==> config.mk <==
export PLATFORM = sky130hd
export DESIGN_NAME = oms_mode_selector
export DESIGN_NICKNAME = d
export VERILOG_FILES = /design/src/oms_pkg.sv /design/src/oms_button_filter.sv /design/src/oms_modbus_cmd.sv /design/src/oms_mode_selector.sv
export VERILOG_INCLUDE_DIRS = /design/src
export SDC_FILE = /design/constraint.sdc
export NUM_CORES = 1
export LEC_CHECK = 0
export BUFFER_PORTS_ARGS = -buffer_cell sky130_fd_sc_hd__buf_2
export CAP_MARGIN = 15
export CORE_MARGIN = 3
export CORE_UTILIZATION = 30
export DETAILED_ROUTE_END_ITERATION = 16
export PLACE_DENSITY = 0.5
export SYNTH_ARGS = -nofsm -noshare
export SYNTH_HDL_FRONTEND = slang
export SYNTH_SLANG_ARGS = --single-unit
==> constraint.sdc <==
create_clock -name SYS_CLK -period 9.12 [get_ports SYS_CLK]
set_clock_uncertainty 0.1 [all_clocks]
set_input_delay 1.824 -clock SYS_CLK [delete_from_list [all_inputs] [get_ports SYS_CLK]]
set_output_delay 1.824 -clock SYS_CLK [all_outputs]
set_load 0.005 [all_outputs]
==> src/oms_consts.svh <==
`ifndef OMS_CONSTS_SVH
`define OMS_CONSTS_SVH
`define OMS_REG_PASSWORD 16'h0065
`define OMS_REG_CODE 16'h0066
`define OMS_CODE_OFF 16'h0001
`define OMS_CODE_MAN 16'h0002
`define OMS_CODE_AUTO 16'h0003
`define OMS_EVT_OFF 16'h03e9
`define OMS_EVT_MAN 16'h03ea
`define OMS_EVT_AUTO 16'h03eb
`define OMS_CLK_HZ 10000000
`define OMS_HOLD_MS 500
`define OMS_HOLD_CYC ((`OMS_CLK_HZ / 1000) * `OMS_HOLD_MS)
`define OMS_WINDOW_S 5
`define OMS_WINDOW_CYC (`OMS_CLK_HZ * `OMS_WINDOW_S)
`endif

==> src/oms_pkg.sv <==
package oms_pkg;
   typedef enum logic [1:0]
   {
      OMS_OFF = 2'b00,
      OMS_MAN = 2'b01,
      OMS_AUTO = 2'b10
   } oms_mode_t;
   typedef enum logic [1:0]
   {
      OMS_APP_AUTOSTART = 2'b00,
      OMS_APP_DRIVE = 2'b01,
      OMS_APP_LIGHTING = 2'b10
   } oms_app_t;
   typedef struct packed
   {
      logic output_off_mode;
      logic output_manual_mode;
      logic output_automatic_mode;
      logic output_not_off_mode;
   } oms_outputs_t;
   typedef struct packed
   {
      logic status_off_mode;
      logic status_manual_mode;
      logic status_automatic_mode;
   } oms_status_t;
   typedef struct packed
   {
      logic valid;
      logic [15:0] code;
   } oms_event_t;
endpackage

==> src/oms_button_filter.sv <==
`timescale 1ns/100ps
// Accepts a button only after it stays pressed for the hold time; one pulse per press.
module oms_button_filter
   import oms_pkg::*;
#(
   parameter int HOLD_CYC = 5000000
)
(
   input wire logic clk,
   input wire logic rst_n,
   input wire logic pressed,
   output logic accepted
);
   logic [31:0] count;
   logic fired;
   wire logic at_hold = (count >= 32'(HOLD_CYC - 1));
   wire logic next_fire = pressed && at_hold && !fired;
   always_ff @(posedge clk or negedge rst_n)
   begin
      if (!rst_n)
      begin
         count <= 32'h0;
         fired <= 1'b0;
         accepted <= 1'b0;
      end
      else
      begin
         count <= (pressed && !at_hold) ? count + 32'h1 : (pressed ? count : 32'h0);
         fired <= pressed && (fired || at_hold);
         accepted <= next_fire;
      end
   end
endmodule

==> src/oms_modbus_cmd.sv <==
`timescale 1ns/100ps
`include "oms_consts.svh"
// Two-step password then code sequence on the holding registers.
module oms_modbus_cmd
   import oms_pkg::*;
#(
   parameter int WINDOW_CYC = 50000000
)
(
   input wire logic clk,
   input wire logic rst_n,
   input wire logic wr_en,
   input wire logic [15:0] wr_addr,
   input wire logic [15:0] wr_data,
   input wire logic [15:0] password,
   output logic cmd_valid,
   output oms_mode_t cmd_mode
);
   logic armed;
   logic [31:0] timer;
   wire logic pw_wr = wr_en && (wr_addr == `OMS_REG_PASSWORD);
   wire logic code_wr = wr_en && (wr_addr == `OMS_REG_CODE);
   wire logic pw_ok = pw_wr && (wr_data == password);
   wire logic expired = (timer >= 32'(WINDOW_CYC - 1));
   wire logic code_ok = (wr_data == `OMS_CODE_OFF) || (wr_data == `OMS_CODE_MAN)
      || (wr_data == `OMS_CODE_AUTO);
   wire logic fire = armed && code_wr && code_ok && !expired;
   wire oms_mode_t decoded = (wr_data == `OMS_CODE_OFF) ? OMS_OFF :
      ((wr_data == `OMS_CODE_MAN) ? OMS_MAN : OMS_AUTO);
   always_ff @(posedge clk or negedge rst_n)
   begin
      if (!rst_n)
      begin
         armed <= 1'b0;
         timer <= 32'h0;
         cmd_valid <= 1'b0;
         cmd_mode <= OMS_OFF;
      end
      else
      begin
         // A bad password, an expiry or any code write ends the sequence.
         armed <= pw_wr ? pw_ok : (armed && !expired && !code_wr);
         timer <= pw_wr ? 32'h0 : (armed && !expired ? timer + 32'h1 : timer);
         cmd_valid <= fire;
         cmd_mode <= fire ? decoded : cmd_mode;
      end
   end
endmodule

==> src/oms_mode_selector.sv <==
`timescale 1ns/100ps
`include "oms_consts.svh"
// Notes on behaviour
// - Off mode stops the engine, clears anomalies and allows programming.
// - Entering off disconnects load per application: breaker, clutch or lights.
// - Manual never self-starts; it stops on operator stop or a trip; protections stay on; programming blocked.
// - Manual gives operator load control; device may still force disconnect.
// - Automatic: device runs engine and load, ignores operator, blocks programming.
// - Buttons ignored while any remote input active; lock indicator shown.
// - Active remote input forces its mode; panel and port requests rejected.
// - With no remote input active, buttons and port commands work again.
// - Remote priority: off, then manual, then automatic.
// - After remote manual or automatic drops, mode stays; buttons may change it.
// - With only remote off configured, prior mode restores when it drops.
// - Port commands run only while no remote input is active.
// - Codes 1, 2, 3 select off, manual, automatic.
// - Each mode change logs event 1001, 1002 or 1003 when enabled.
// - Outputs for each mode plus one active in manual or automatic.
// - Status flags for off, manual and automatic.
module oms_mode_selector
   import oms_pkg::*;
#(
   parameter int HOLD_CYC = `OMS_HOLD_CYC,
   parameter int WINDOW_CYC = `OMS_WINDOW_CYC
)
(
   // Clock and reset.
   input wire logic SYS_CLK,
   input wire logic RESETN,
   // Configuration.
   input wire oms_app_t APPLICATION,
   input wire logic [2:0] REMOTE_CONFIGURED,
   input wire logic EVENT_ENABLE,
   input wire logic [15:0] COMMAND_PASSWORD,
   // Panel buttons and remote contacts, asynchronous.
   input wire logic BUTTON_STOP,
   input wire logic BUTTON_AUTO,
   input wire logic BUTTON_START,
   input wire logic REMOTE_OFF_INPUT,
   input wire logic REMOTE_MANUAL_INPUT,
   input wire logic REMOTE_AUTOMATIC_INPUT,
   // Holding register writes from the communication ports.
   input wire logic REG_WR,
   input wire logic [15:0] REG_ADDR,
   input wire logic [15:0] REG_WDATA,
   // Requests from the engine and load logic.
   input wire logic PROTECTION_TRIP,
   input wire logic AUTO_RUN_REQUEST,
   input wire logic OPERATOR_LOAD_CLOSE,
   input wire logic OPERATOR_ENGINE_START,
   input wire logic OPERATOR_ENGINE_STOP,
   // Mode results.
   output oms_mode_t MODE,
   output oms_outputs_t MODE_OUTPUTS,
   output oms_status_t MODE_STATUS,
   output logic LOCK_INDICATOR,
   output oms_event_t EVENT,
   // Engine and load actions.
   output logic ENGINE_RUN,
   output logic RESET_ANOMALIES,
   output logic PROGRAMMING_ALLOWED,
   output logic PROTECTIONS_ENABLED,
   output logic GENERATOR_BREAKER_CLOSE,
   output logic CLUTCH_ENGAGE,
   output logic LIGHTS_ON
);
   logic rst_meta;
   logic rst_n;
   always_ff @(posedge SYS_CLK or negedge RESETN)
   begin
      if (!RESETN)
      begin
         rst_meta <= 1'b0;
         rst_n <= 1'b0;
      end
      else
      begin
         rst_meta <= 1'b1;
         rst_n <= rst_meta;
      end
   end

   // Every button and remote input passes two flip-flops before any logic reads it.
   logic [5:0] pin_meta;
   logic [5:0] pin_sync;
   wire logic [5:0] pin_raw = {BUTTON_STOP, BUTTON_AUTO, BUTTON_START,
      REMOTE_OFF_INPUT, REMOTE_MANUAL_INPUT, REMOTE_AUTOMATIC_INPUT};
   always_ff @(posedge SYS_CLK or negedge rst_n)
   begin
      if (!rst_n)
      begin
         pin_meta <= 6'h00;
         pin_sync <= 6'h00;
      end
      else
      begin
         pin_meta <= pin_raw;
         pin_sync <= pin_meta;
      end
   end

   logic [2:0] btn_hit;
   genvar gi;
   generate
      for (gi = 0; gi < 3; gi++)
      begin : g_btn
         oms_button_filter #(.HOLD_CYC(HOLD_CYC)) u_filter
         (
            .clk(SYS_CLK),
            .rst_n(rst_n),
            .pressed(pin_sync[gi + 3]),
            .accepted(btn_hit[gi])
         );
      end
   endgenerate

   logic cmd_valid;
   oms_mode_t cmd_mode;
   oms_modbus_cmd #(.WINDOW_CYC(WINDOW_CYC)) u_cmd
   (
      .clk(SYS_CLK),
      .rst_n(rst_n),
      .wr_en(REG_WR),
      .wr_addr(REG_ADDR),
      .wr_data(REG_WDATA),
      .password(COMMAND_PASSWORD),
      .cmd_valid(cmd_valid),
      .cmd_mode(cmd_mode)
   );

   // Only configured remote inputs count; an unconfigured pin is ignored.
   wire logic rem_off = pin_sync[2] && REMOTE_CONFIGURED[2];
   wire logic rem_man = pin_sync[1] && REMOTE_CONFIGURED[1];
   wire logic rem_auto = pin_sync[0] && REMOTE_CONFIGURED[0];
   wire logic remote_active = rem_off || rem_man || rem_auto;
   wire logic only_off_cfg = (REMOTE_CONFIGURED == 3'b100);
   wire oms_mode_t remote_mode = rem_off ? OMS_OFF : (rem_man ? OMS_MAN : OMS_AUTO);

   // Buttons map as stop to off, auto to automatic, start to manual.
   wire logic btn_req = !remote_active && (btn_hit != 3'b000);
   wire oms_mode_t btn_mode = btn_hit[2] ? OMS_OFF : (btn_hit[1] ? OMS_AUTO : OMS_MAN);
   wire logic cmd_req = !remote_active && cmd_valid;

   oms_mode_t mode;
   oms_mode_t saved_mode;
   logic rem_off_q;
   wire logic off_rise = rem_off && !rem_off_q;
   wire logic off_fall = !rem_off && rem_off_q;

   oms_mode_t next_mode;
   always_comb
   begin
      next_mode = mode;
      if (remote_active)
         next_mode = remote_mode;
      else if (off_fall && only_off_cfg)
         next_mode = saved_mode;
      else if (btn_req)
         next_mode = btn_mode;
      else if (cmd_req)
         next_mode = cmd_mode;
   end

   wire logic changed = (next_mode != mode);
   wire logic [15:0] evt_code = (next_mode == OMS_OFF) ? `OMS_EVT_OFF :
      ((next_mode == OMS_MAN) ? `OMS_EVT_MAN : `OMS_EVT_AUTO);

   always_ff @(posedge SYS_CLK or negedge rst_n)
   begin
      if (!rst_n)
      begin
         mode <= OMS_OFF;
         saved_mode <= OMS_OFF;
         rem_off_q <= 1'b0;
         EVENT <= '0;
      end
      else
      begin
         mode <= next_mode;
         rem_off_q <= rem_off;
         saved_mode <= off_rise ? mode : saved_mode;
         EVENT <= '{valid: changed && EVENT_ENABLE, code: evt_code};
      end
   end

   // Engine and load. Manual leaves start and stop to the operator; a trip stops it.
   logic engine_run;
   logic load_close;
   wire logic next_run = (mode == OMS_OFF) ? 1'b0 :
      PROTECTION_TRIP ? 1'b0 :
      (mode == OMS_AUTO) ? AUTO_RUN_REQUEST :
      (OPERATOR_ENGINE_START || (engine_run && !OPERATOR_ENGINE_STOP));
   // Load opens a cycle before the engine stops on entering off, as it decodes next_mode; a trip clears both in the same cycle.
   wire logic next_load = (mode == OMS_OFF || next_mode == OMS_OFF) ? 1'b0 :
      PROTECTION_TRIP ? 1'b0 :
      (mode == OMS_AUTO) ? (AUTO_RUN_REQUEST && engine_run) :
      OPERATOR_LOAD_CLOSE;

   always_ff @(posedge SYS_CLK or negedge rst_n)
   begin
      if (!rst_n)
      begin
         engine_run <= 1'b0;
         load_close <= 1'b0;
         MODE <= OMS_OFF;
         MODE_OUTPUTS <= '0;
         MODE_STATUS <= '0;
         LOCK_INDICATOR <= 1'b0;
         ENGINE_RUN <= 1'b0;
         RESET_ANOMALIES <= 1'b0;
         PROGRAMMING_ALLOWED <= 1'b0;
         PROTECTIONS_ENABLED <= 1'b0;
         GENERATOR_BREAKER_CLOSE <= 1'b0;
         CLUTCH_ENGAGE <= 1'b0;
         LIGHTS_ON <= 1'b0;
      end
      else
      begin
         engine_run <= next_run;
         load_close <= next_load;
         MODE <= next_mode;
         MODE_OUTPUTS <= '{output_off_mode: next_mode == OMS_OFF,
            output_manual_mode: next_mode == OMS_MAN,
            output_automatic_mode: next_mode == OMS_AUTO,
            output_not_off_mode: next_mode != OMS_OFF};
         MODE_STATUS <= '{status_off_mode: next_mode == OMS_OFF,
            status_manual_mode: next_mode == OMS_MAN,
            status_automatic_mode: next_mode == OMS_AUTO};
         LOCK_INDICATOR <= remote_active;
         ENGINE_RUN <= next_run;
         RESET_ANOMALIES <= (next_mode == OMS_OFF);
         PROGRAMMING_ALLOWED <= (next_mode == OMS_OFF);
         PROTECTIONS_ENABLED <= (next_mode != OMS_OFF);
         GENERATOR_BREAKER_CLOSE <= next_load && (APPLICATION == OMS_APP_AUTOSTART);
         CLUTCH_ENGAGE <= next_load && (APPLICATION == OMS_APP_DRIVE);
         LIGHTS_ON <= next_load && (APPLICATION == OMS_APP_LIGHTING);
      end
   end
endmodule

# ---- Word level (Yosys, flattened, before mapping)
# Index checks and enable logic that the tools add are counted.
dict set report classes {
  add_sub_neg 4
  magnitude_cmp 4
  eq_ne 16
  n_mux 27
  reduce_logical 61
}
# cell count
set op_table {}
lappend op_table {{32-bit two-way mux} 8}
lappend op_table {{32-bit by 1-bit adder with 32-bit output, second input constant} 4}
lappend op_table {{32-bit by 23-bit greater-or-equal comparator with 1-bit output, second input constant} 3}
lappend op_table {{1-bit logical AND} 34}
lappend op_table {{16-bit by 2-bit == test with 1-bit output, second input constant} 2}
lappend op_table {{16-bit by 7-bit == test with 1-bit output, second input constant} 2}
lappend op_table {{32-bit by 26-bit greater-or-equal comparator with 1-bit output, second input constant} 1}
lappend op_table {{2-bit two-way mux} 11}
lappend op_table {{16-bit by 1-bit == test with 1-bit output, second input constant} 1}
lappend op_table {{16-bit == test} 1}
lappend op_table {{1-bit logical NOT} 12}
lappend op_table {{1-bit logical OR} 9}
lappend op_table {{1-bit two-way mux} 8}
lappend op_table {{2-bit == test, second input constant} 3}
lappend op_table {{2-bit logical NOT} 3}
lappend op_table {{2-bit by 1-bit != test with 1-bit output, second input constant} 3}
lappend op_table {{2-bit by 1-bit == test with 1-bit output, second input constant} 2}
lappend op_table {{2-bit nonzero test} 2}
lappend op_table {{3-bit == test, second input constant} 1}
lappend op_table {{3-bit nonzero test} 1}
lappend op_table {{2-bit != test} 1}
dict set report word_totals {
  register_bits 173
  in_bits 68
  word_cells 143
}

# ---- Longest topological paths before layout
# Gate-level depths: netlist (run 1).
dict set report logic_depth {
  depth_word 13
  depth_mapped 9
  ltp_nobuf 7
}

# ---- Modules after synthesis
# From an unflattened synthesis (run 1), not the netlist that was laid out.
dict set report hier_totals {
  hier_cells 876
  hier_area_um2 8994.9
}
# mod n_inst cells_each area_per_inst_um2
set by_module_without_submodules {}
lappend by_module_without_submodules {oms_button_filter 3 187 1883.1}
lappend by_module_without_submodules {oms_modbus_cmd 1 215 2062.0}
lappend by_module_without_submodules {oms_mode_selector 1 100 1283.7}

# ---- Least setup slack after synthesis (run 1)
# No wires, ideal clock.
dict set report synth_timing {
  kind {input to register}
  startpoint {in REMOTE_CONFIGURED[1]}
  endpoint {reg CLUTCH_ENGAGE}
  arrival_time_ns 3.225
  required_ns 8.932
  path_slack_ns 5.706
  cell_stages 6
  path_buffers 0
  cell_sequence {nor4b_1 > nand2_1 > mux2i_1 > a211oi_1 > o21ai_0 > nor3b_1}
}
dict set report synth_via {
  elab_chain_cells 13
  word_cells_on_any_way 18
  classes_between {1 x eq/ne; 7 x mux; 10 x reduce/logical}
}
# element line_no
set synth_lines {}
lappend synth_lines {{start, declared} oms_mode_selector.sv:32} ;# input wire logic [2:0] REMOTE_CONFIGURED,
lappend synth_lines {{1-bit logical AND} oms_mode_selector.sv:133} ;# wire logic rem_man = pin_sync[1] && REMOTE_CONFIGURED[1];
lappend synth_lines {{1-bit logical OR (2 in series)} oms_mode_selector.sv:135} ;# wire logic remote_active = rem_off || rem_man || rem_auto;
lappend synth_lines {{1-bit logical NOT} {oms_mode_selector.sv:140, oms_mode_selector.sv:142}}
lappend synth_lines {{1-bit logical AND} oms_mode_selector.sv:142} ;# wire logic cmd_req = !remote_active && cmd_valid;
lappend synth_lines {{2-bit two-way mux} oms_mode_selector.sv:160} ;# else if (cmd_req)
lappend synth_lines {{2-bit two-way mux} oms_mode_selector.sv:158} ;# else if (btn_req)
lappend synth_lines {{2-bit two-way mux} oms_mode_selector.sv:156} ;# else if (off_fall && only_off_cfg)
lappend synth_lines {{2-bit two-way mux *} oms_mode_selector.sv:154} ;# if (remote_active)
lappend synth_lines {{via next_mode[0]} oms_mode_selector.sv:150} ;# oms_mode_t next_mode;
lappend synth_lines {{2-bit logical NOT *} oms_mode_selector.sv:194} ;# wire logic next_load = (mode == OMS_OFF || next_mode == OMS_OFF) ? 1'b0 :
lappend synth_lines {{1-bit logical OR *} oms_mode_selector.sv:194}
lappend synth_lines {{1-bit two-way mux *} oms_mode_selector.sv:194}
lappend synth_lines {{1-bit logical AND *} oms_mode_selector.sv:235} ;# CLUTCH_ENGAGE <= next_load && (APPLICATION == OMS_APP_DRIVE);
lappend synth_lines {{end signal, assigned} oms_mode_selector.sv:235}
lappend synth_lines {{end, declared} oms_mode_selector.sv:64} ;# output logic CLUTCH_ENGAGE,
# Mark *: on every way through the listed nets, which the timed path passes. The rest lies on a longest branch.
# A chain may end at the register's enable or synchronous reset.

# ---- Final worst setup path (run 1)
# Same ends and word-level chain as after synthesis.

==> qor.txt, run 1 <==
Root buffer cell: clkbuf_16
Avg Cell Area, Syn: 9.86 um^2
Area post-placement: 8850 um^2
Mapped cell area: 8140 um^2
Critical Path, Cell by Cell: buf_2 -> nor4b_1 -> nand2_1 -> mux2i_1 -> a211oi_1 -> o21ai_0 -> nor3b_1
Final setup vio count: 0
CTS Hold Bufs: 0
CTS Buf Count: 17
DRC viols: 0
Hpwl dp: 13000 um
Ys async rst share: 100%
Post-route setup TNS: 0 ps
Post-synthesis register bit count: 169
Outcome: complete, no violations
Starting DRT DRC Count: 360
TritonCTS clock tree: built
Initial Util: 30.9%
WL final: 18400 um
Skew-Pair Late Insertion Delay: 430 ps
Crit path required time: 9370 ps
IO Count: 102
# Max-Cap Violations: 0
Synthesis-to-finish area growth: 16.5%
Die height: 171 um
DRT antenna net count: 0
Largest net degree at the start of global routing: 74
First-pass DRT Iterations: 4
Most numerous cell in the Yosys netlist: dfrtp_1
Number of global-route vias before repair: 5991
Synth top area cells: dfrtp_1 52%, xnor2_1 4.4%, nor2_1 3.6%
Resized cells post-CTS: 0
Startpoint types: primary input
Netlist cell types: 62
Clk slew on worst S/H paths: 70 ps
CP Max Fanout: 6
Initial antenna violation count: 0
Per-cell routed wire length: 14.7 um
Post-synth top cells: 169 x dfrtp_1, 78 x nor2_1, 58 x nand2_1
Static Leakage: 4.11 nW
Crit path kind: in2reg
Die Width: 171 um
Unrepaired setup endpoints after global routing: no
Gate Count Post-Synth: 825
Crit path DAT: 4450 ps
Fin Hold WS: 168 ps
Nets: 979
Share of cells above drive strength 1: 15.3%
Vias per inst: 4.96
Antenna cells: 0
# rows: 59
Rel. slew slack: 30.5%
Die area: 29100 um^2
Layout Cells excl Fill: 1254
Sink Count: 169
Primary FF master, synth: dfrtp_1
Cells after DPL: 1223
Final Cell Area: 9470 um^2
Final Cycle Share: 46.1%
Core area: 26400 um^2
Max Freq: 238 MHz
Final hold vios: 0
Yosys warnings: 0
CP peak stage delay: 870 ps
Peak supply drop: 0.142 mV
CTS max path bufs: 2
Post-synthesis sequential area ratio: 52.0%
First-pass GRT wire length: 30600 um
Synth area leader: dfrtp_1
H-tree levels: 4
Slew @ Worst Pin: 1030 ps
GRT Total Usage: 13.1%
Final Max Tran Viols: 0
IO Port Bufs: 93
Synth top area share: 52.0%
Post-synth EDFFs: 0
Final core occ: 35.9%
Grt ovf: 0
Slowest library cell on the worst path: nor4b_1
Worst hold path class: reg2async
CP endpoint kind: flip-flop
GP Congestion: 0.800
Setup Fix Bufs, Post-CTS: 0
Tmin final: 4210 ps
Vias: 6222
PD cells: 173 nW/um^2
[metal layers]
| layer | share of wire, % | GRT usage, % | up-vias |
|---|---|---|---|
| met5 | 0 | 0 | - |
| met4 | 0.96 | 3.46 | 0 |
| met3 | 6.3 | 3.33 | 12 |
| met2 | 44 | 19.8 | 129 |
| met1 | 49 | 18.8 | 2979 |
| li1 | - | - | 3102 |
[cells in the final DEF, fill, tap and decap left out, types with 5 or more instances in the layout]
master	count
dfrtp_1	168
buf_2	93
nor2_1	78
nand2_1	58
xnor2_1	41
a21oi_1	40
o21ai_0	36
nand3_1	35
and2_1	28
nor3_1	28
or3_1	28
nand4_1	25
nor4_1	24
inv_1	19
xor2_1	18
clkbuf_16	17
and3_1	16
conb_1	10
or4_1	10
nand2b_1	10
nor2b_1	9
nor3b_1	8
o21a_1	8
mux2i_1	7
o211ai_1	7
and4_1	7
o31ai_1	5
inv_6	5
buf_4	5
[final cells by class]
| cell class | instances | area [um^2] |
|---|---|---|
| inverters | 21 | 78.8 |
| fillers | 2623 | 16900 |
| clock buffers | 19 | 433 |
| multi-input cells | 600 | 3620 |
| flip-flops and latches | 169 | 4230 |
| repair buffers | 98 | 503 |
| well taps | 335 | 419 |
| clock inverters | 12 | 188 |
[flip-flops by register name, indices dropped and copies added (netlist names), 2 cells and up]
register	cells
u_cmd.cmd_mode	2
saved_mode	2
g_btn.u_filter.accepted	3
pin_sync	6
u_cmd.timer	32
g_btn.u_filter.fired	3
EVENT	4
MODE_STATUS	2
g_btn.u_filter.count	96
pin_meta	6
MODE	2
[worst max-delay path: cells and delay by family]
family	cells	cell delay [ps]
AOI/OAI and AO/OA	2	980
buffers and inverters	1	120
and+or+nand+nor	3	1350
muxes	1	180
[stage by stage]
step	power (mW)	setup slack [ps]
after floorplan	0.842	3960
after global placement	0.881	4690
after detailed placement	0.881	4570
after CTS	1.67	5020
after global routing	1.71	4870
final	1.64	4910
[final timing paths]
kind | start | to | slack, ps | cells past startpoint
setup / recovery | REMOTE_CONFIGURED[1] | CLUTCH_ENGAGE | 4910 | 7
hold / removal | rst_n | u_cmd.timer[2] | 170 | 0
setup reg to reg | pin_sync[2] | CLUTCH_ENGAGE | 6020 | 6
hold reg to reg | rst_n | u_cmd.timer[2] | 170 | 0
max in group asynchronous | rst_n | g_btn[1].u_filter.count[21] | 7470 | 1
min in group SYS_CLK | pin_meta[5] | pin_sync[5] | 250 | 0
[report_power, final]
group / switching (mW) / internal [mW]
Sequential: 0.0162 / 0.764
Clock: 0.312 / 0.462
Combinational: 0.0491 / 0.0346
[cells by family (layout without fill, tap and decap cells)]
group           after synthesis  in the layout  synth area share [%]
xor+xnor                     59             59                  6.35
other cells                   2             10                0.0923
flops                       169            169                  52.0
compound gates              138            138                  10.8
fa+ha+maj                     4              4                 0.615
buf+inv                      64            150                  4.04
simple gates                380            380                  25.0
mux                           9              9                  1.14
No activity file was read; power rests on OpenSTA's default activity.
==> inputs of run 2 (changes only) <==
==> constraint.sdc (replaced) <==
create_clock -name SYS_CLK -period 4.4 [get_ports SYS_CLK]
set_clock_uncertainty 0.1 [all_clocks]
set_input_delay 0.88 -clock SYS_CLK [delete_from_list [all_inputs] [get_ports SYS_CLK]]
set_output_delay 0.88 -clock SYS_CLK [all_outputs]
set_load 0.005 [all_outputs]
==> run 2 against run 1 <==
Compared with the run above:
- sequential share of layout area is 0.23 points higher
- routed wire length hardly changed
- clock power is 85% higher
- register-to-register slack worse by 4300 ps
- utilization fell by 0.19 points
- design area shrank 0.52%
- setup slack got worse by 3200 ps
- largest power group unchanged
- die area unchanged
- critical path depth increased by 1
==> qor.txt, run 2 (synthesis gave the netlist of run 1 again) <==
Outcome: complete, no violations
Final Max Tran Viols: 0
Static Leakage: 4.08 nW
Die height: 171 um
Skew-Pair Late Insertion Delay: 440 ps
DRC viols: 0
PD cells: 342 nW/um^2
Share of cells above drive strength 1: 15.2%
Area post-placement: 8870 um^2
Peak supply drop: 0.178 mV
CTS Buf Count: 17
Fin Hold WS: 112 ps
Starting DRT DRC Count: 337
IO Port Bufs: 93
Post-route setup TNS: 0 ps
Final WS setup: 1710 ps
CP Max Fanout: 6
Sink Count: 169
Die Width: 171 um
DRT antenna net count: 0
GP Congestion: 0.784
Per-cell routed wire length: 14.6 um
Setup Fix Bufs, Post-CTS: 0
Initial antenna violation count: 0
CTS Hold Bufs: 0
NetSw: 0.751 mW
# rows: 59
Max reg flops: 96
Initial Util: 30.9%
Crit path kind: in2reg
Slowest library cell on the worst path: a211oi_1
Die area: 29100 um^2
Pre-CTS setup slack: 1320 ps
Grt ovf: 0
Core area: 26400 um^2
Clk pwr share: 44.3%
WL final: 18400 um
Synthesis-to-finish area growth: 15.9%
TritonCTS clock tree: built
Number of global-route vias before repair: 6064
Sequential Power Share: 50.5%
Rel. slew slack: 40.4%
CP endpoint kind: flip-flop
Crit path DAT: 2910 ps
Largest regs: g_btn.u_filter.count (96), u_cmd.timer (32)
Crit path required time: 4630 ps
Worst hold path class: in2async
Antenna cells: 0
Clk slew on worst S/H paths: 70 ps
Combinational share of power: 5.1%
H-tree levels: 4
Nets: 979
Final Cell Area: 9430 um^2
Final setup vio count: 0
Most common cell after layout, fill and taps aside: dfrtp_1
Final hold vios: 0
First-pass GRT wire length: 30600 um
CTS max path bufs: 2
Resized cells post-CTS: 0
Startpoint types: primary input
Commonest cells after routing, fill and taps aside: 168 x dfrtp_1, 93 x buf_2, 78 x nor2_1
# Max-Cap Violations: 0
Critical Path, Cell by Cell: buf_2 -> nor4b_1 -> buf_4 -> nand2_1 -> mux2i_1 -> a211oi_1 -> o21ai_0 -> nor3b_1
Unrepaired setup endpoints after global routing: no
Fillers: 2632
Final Cycle Share: 61.0%
Largest net degree at the start of global routing: 73
Hpwl dp: 13000 um
IO Count: 102
Root buffer cell: clkbuf_16
Largest register by flop count: g_btn.u_filter.count
Max Freq: 372 MHz
Tmin final: 2690 ps
Switch share: 23.3%
Vias per inst: 4.98
CP peak stage delay: 640 ps
Int Pwr: 2.47 mW
Slew @ Worst Pin: 894 ps
Vias: 6249
GRT Total Usage: 13.1%
First-pass DRT Iterations: 5
## run 2: worst max-delay path, delay by kind of cell
kind            cells  cell delay, ps
mux                 1             130
compound gates      2             920
buf+inv             2             330
simple gates        3             640
## run 2: final cells by class
cell class | count | area (um^2) | area share, %
Clock buffer | 23 | 468 | 4.96
Tap cell | 335 | 419 | 4.45
Multi-Input combinational cell | 600 | 3620 | 38.4
Sequential cell | 169 | 4230 | 44.9
Inverter | 21 | 78.8 | 0.836
Clock inverter | 9 | 91.3 | 0.969
Timing Repair Buffer | 98 | 515 | 5.47
## run 2: power groups by stage
stage,combinational [mW],clock (mW),sequential [mW]
after floorplan,0.0922,0,1.65
after global placement,0.168,0,1.66
after detailed placement,0.169,0,1.66
after CTS,0.170,1.48,1.63
after global routing,0.188,1.56,1.63
final,0.166,1.43,1.63
## run 2: final timing paths
path | startpoint | to | slack (ps) | depth (start not counted)
worst max-delay path | REMOTE_CONFIGURED[1] | CLUTCH_ENGAGE | 1710 | 8
worst min-delay path | RESETN | rst_n | 110 | 1
worst max register to register | g_btn[0].u_filter.count[0] | g_btn[0].u_filter.count[20] | 1740 | 7
worst min register to register | pin_meta[3] | pin_sync[3] | 250 | 0
max in group asynchronous | rst_n | u_cmd.timer[21] | 2900 | 1
min in group SYS_CLK | pin_meta[3] | pin_sync[3] | 250 | 0
## run 2: per-stage QoR
| step | utilization (%) | power [mW] | instances |
|---|---|---|---|
| 2_1_floorplan | - | 1.74 | 833 |
| 3_3_place_gp | 33.6 | 1.83 | 1223 |
| 3_5_place_dp | 33.6 | 1.83 | 1223 |
| 4_1_cts | 35.8 | 3.28 | 1255 |
| 5_1_grt | 35.8 | 3.38 | 1255 |
| 6_report | 35.8 | 3.22 | 1255 |
## run 2: routing by layer
metal  up-vias  routed length (um)  GRT usage, %
met5         -                   0             0
met2       136                7910          19.5
li1       3102                   -             -
met4         0                 205          4.06
met3        17                1070          3.51
met1      2994                9180          18.5
==> inputs of run 3 (changes only) <==
--- a/config.mk
+++ b/config.mk
@@ -6,12 +6,13 @@
 export SDC_FILE = /design/constraint.sdc
 export NUM_CORES = 1
 export LEC_CHECK = 0
+export ABC_AREA = 1
 export BUFFER_PORTS_ARGS = -buffer_cell sky130_fd_sc_hd__buf_2
 export CAP_MARGIN = 15
 export CORE_MARGIN = 3
 export CORE_UTILIZATION = 30
 export DETAILED_ROUTE_END_ITERATION = 16
-export PLACE_DENSITY = 0.5
+export PLACE_DENSITY = 0.51
 export SYNTH_ARGS = -nofsm -noshare
 export SYNTH_HDL_FRONTEND = slang
 export SYNTH_SLANG_ARGS = --single-unit
==> constraint.sdc (replaced) <==
create_clock -name SYS_CLK -period 2.4 [get_ports SYS_CLK]
set_clock_uncertainty 0.1 [all_clocks]
set_input_delay 0.48 -clock SYS_CLK [delete_from_list [all_inputs] [get_ports SYS_CLK]]
set_output_delay 0.48 -clock SYS_CLK [all_outputs]
set_load 0.005 [all_outputs]
==> run 3 against run 2 <==
Compared with the run above:
- routed wire length rose by 20%
- highest routed layer unchanged
- die area rose by 17%
- global-route usage rose by 0.50 points
- largest cell class is now multi-input combinational cells
- synthesized cell count rose by 50%
- via count rose by 27%
- total power rose by 86%
- cell count rose by 37%
- utilization fell by 0.66 points
- sequential cell count did not move
- sequential share of layout area fell by 6.0 points
==> qor.txt, run 3 <==
Synthesis-to-finish area growth: 13.7%
Synth top area share: 44.2%
Largest register by flop count: g_btn.u_filter.count
Post-synth EDFFs: 0
Synth area leader: dfrtp_1
Startpoint types: flip-flop
Switch share: 26.5%
Max reg flops: 96
Post-synthesis mux area share: 0%
Peak supply drop: 0.488 mV
Crit path kind: reg2reg
Number of global-route vias before repair: 7845
Fin Hold WS: 43.2 ps
First-pass GRT wire length: 37900 um
Final setup vio count: 0
Sink Count: 169
FF-to-FF path depth: 11
Largest net degree at the start of global routing: 106
Unrepaired setup endpoints after global routing: no
NetSw: 1.59 mW
Setup Fix Bufs, Post-CTS: 0
Mapped cell area: 9570 um^2
Netlist cell types: 37
Die height: 185 um
GP Congestion: 0.870
First-pass DRT Iterations: 5
Gate Count Post-Synth: 1236
Starting DRT DRC Count: 557
Combinational share of power: 5.8%
IO Count: 102
Nets: 1388
# rows: 64
WL final: 22100 um
Yosys warnings: 0
Largest regs: g_btn.u_filter.count (96), u_cmd.timer (32)
R2R Path End: u_cmd.timer[18]
Cells after DPL: 1692
Most numerous cell in the Yosys netlist: nand2_1
Crit path DAT: 2340 ps
Share of cells above drive strength 1: 14.4%
IO Port Bufs: 93
Xor/xnor share of the synthesized area: 8.42%
DRC viols: 0
Final WS setup: 314 ps
Per-cell routed wire length: 12.8 um
Crit path launch: u_cmd.timer[0]
Tmin final: 2090 ps
Post-synthesis register bit count: 169
Critical path endpoint: u_cmd.timer[18]
Max Freq: 479 MHz
Final hold vios: 0
CP endpoint kind: flip-flop
CTS max path bufs: 2
Clk slew on worst S/H paths: 80 ps
Largest family of logic cells by synthesized area: simple AND/OR/NAND/NOR gates
Ys async rst share: 100%
Simple-Gate Fraction of Synth Area: 31.2%
Post-synth top cells: 283 x nand2_1, 169 x dfrtp_1, 139 x inv_1
Initial antenna violation count: 0
Antenna cells: 0
Vias: 7947
Int Pwr: 4.41 mW
Most common cell after layout, fill and taps aside: nand2_1
Layout Cells excl Fill: 1725
Vias per inst: 4.61
Avg Cell Area, Syn: 7.74 um^2
Rel. slew slack: 60.6%
Root buffer cell: clkbuf_16
Grt ovf: 0
Final Cycle Share: 86.9%
DRT antenna net count: 0
Total power: 5.99 mW
Core area: 31000 um^2
CP Max Fanout: 29
Final Max Tran Viols: 0
Outcome: complete, no violations
Static Leakage: 5.29 nW
Initial Util: 30.9%
Post-synthesis sequential area ratio: 44.2%
Die Width: 185 um
Crit path required time: 2650 ps
CTS Buf Count: 17
H-tree levels: 4
PD cells: 551 nW/um^2
Post-route setup TNS: 0 ps
Die area: 34100 um^2
Slew @ Worst Pin: 591 ps
Pre-CTS setup slack: 291 ps
Worst R2R Start: u_cmd.timer[0]
# Max-Cap Violations: 0
R2R setup slack: 310 ps
GRT Total Usage: 13.6%
Commonest cells after routing, fill and taps aside: 283 x nand2_1, 168 x dfrtp_1, 139 x inv_1
Synth Area in Adders: 0.523%
Skew-Pair Late Insertion Delay: 440 ps
Sequential Power Share: 49.4%
Hpwl dp: 16300 um
Synth top area cells: dfrtp_1 44%, nand2_1 11%, xor2_1 6.7%
Synth Area in Compound Gates: 5.90%
TritonCTS clock tree: built
Primary FF master, synth: dfrtp_1
Clk pwr share: 44.7%
Worst hold path class: in2reg
run 3: cell count changes after synthesis, moves of 22 or more:
| cell | change |
|---|---|
| nand2_1 | +225 |
| inv_1 | +120 |
| nand3_1 | +84 |
| nor2_1 | +55 |
| xor2_1 | +55 |
| a21oi_1 | -29 |
| and2_1 | -28 |
| or3_1 | -28 |
| xnor2_1 | -22 |
run 3: layer usage:
layer | routed length, um | share of wire [%] | vias up | global-route usage, %
met4 | 274 | 1.2 | 0 | 3.63
met3 | 772 | 3.5 | 20 | 2.37
met1 | 10500 | 47 | 3732 | 18.2
met2 | 10600 | 48 | 131 | 22.6
met5 | 0 | 0 | - | 0
li1 | - | - | 4064 | -
run 3: final cells by class:
| class | count | area, um^2 |
|---|---|---|
| Timing Repair Buffer | 110 | 608 |
| Sequential cell | 169 | 4230 |
| Inverter | 144 | 542 |
| Fill cell | 3253 | 20100 |
| Clock inverter | 14 | 130 |
| Multi-Input combinational cell | 874 | 4440 |
| Clock buffer | 18 | 429 |
| Tap cell | 396 | 495 |
run 3: how the worst min path moves through the flow:
stage	cells past startpoint	start	slack (ps)	end
2_1_floorplan	0	RESETN	80	rst_meta
3_3_place_gp	0	rst_n	130	u_cmd.timer[29]
3_5_place_dp	0	rst_n	120	u_cmd.timer[29]
4_1_cts	1	REMOTE_AUTOMATIC_INPUT	20	pin_meta[0]
5_1_grt	1	BUTTON_AUTO	30	pin_meta[4]
6_report	1	BUTTON_AUTO	40	pin_meta[4]
run 3: power by group through the flow:
stage                     Combinational [mW]  Clock (mW)  Sequential, mW
final                                  0.350        2.68            2.96
after global routing                   0.410        2.87            2.98
after CTS                              0.361        2.76            2.97
after detailed placement               0.358           0            3.02
after global placement                 0.356           0            3.02
after floorplan                        0.202           0            3.03
run 3: logic make-up after synthesis:
kind of cell,after synthesis
xor+xnor,92
compound gates,101
fa+ha+maj,4
simple gates,667
flops,169
other cells,2
buf+inv,201
run 3: repair_timing:
| item | 4_1_cts | 5_1_grt |
|---|---|---|
| gates resized for setup | 0 | 0 |
| hold endpoints to repair | 2 | 0 |
| hold buffers | 1 | 0 |
| setup endpoints to repair | 0 | 0 |
run 3: critical path, stage by stage (launching register included):
cell     delay (ps)
dfrtp_1         430
ha_1            280
nand3_2          90
inv_2            50
a21oi_1         130
a21oi_1          90
nand2_1          70
nand3_1          70
nand2_2         150
buf_4           330
nand2_1         100
o21ai_1         100
run 3: metrics by stage:
step | instance area, um^2 | util, %
global route | 10900 | 35.1
floorplan | 9600 | -
CTS | 10900 | 35.1
finish | 10900 | 35.1
detailed placement | 10300 | 33.3
global placement | 10300 | 33.3
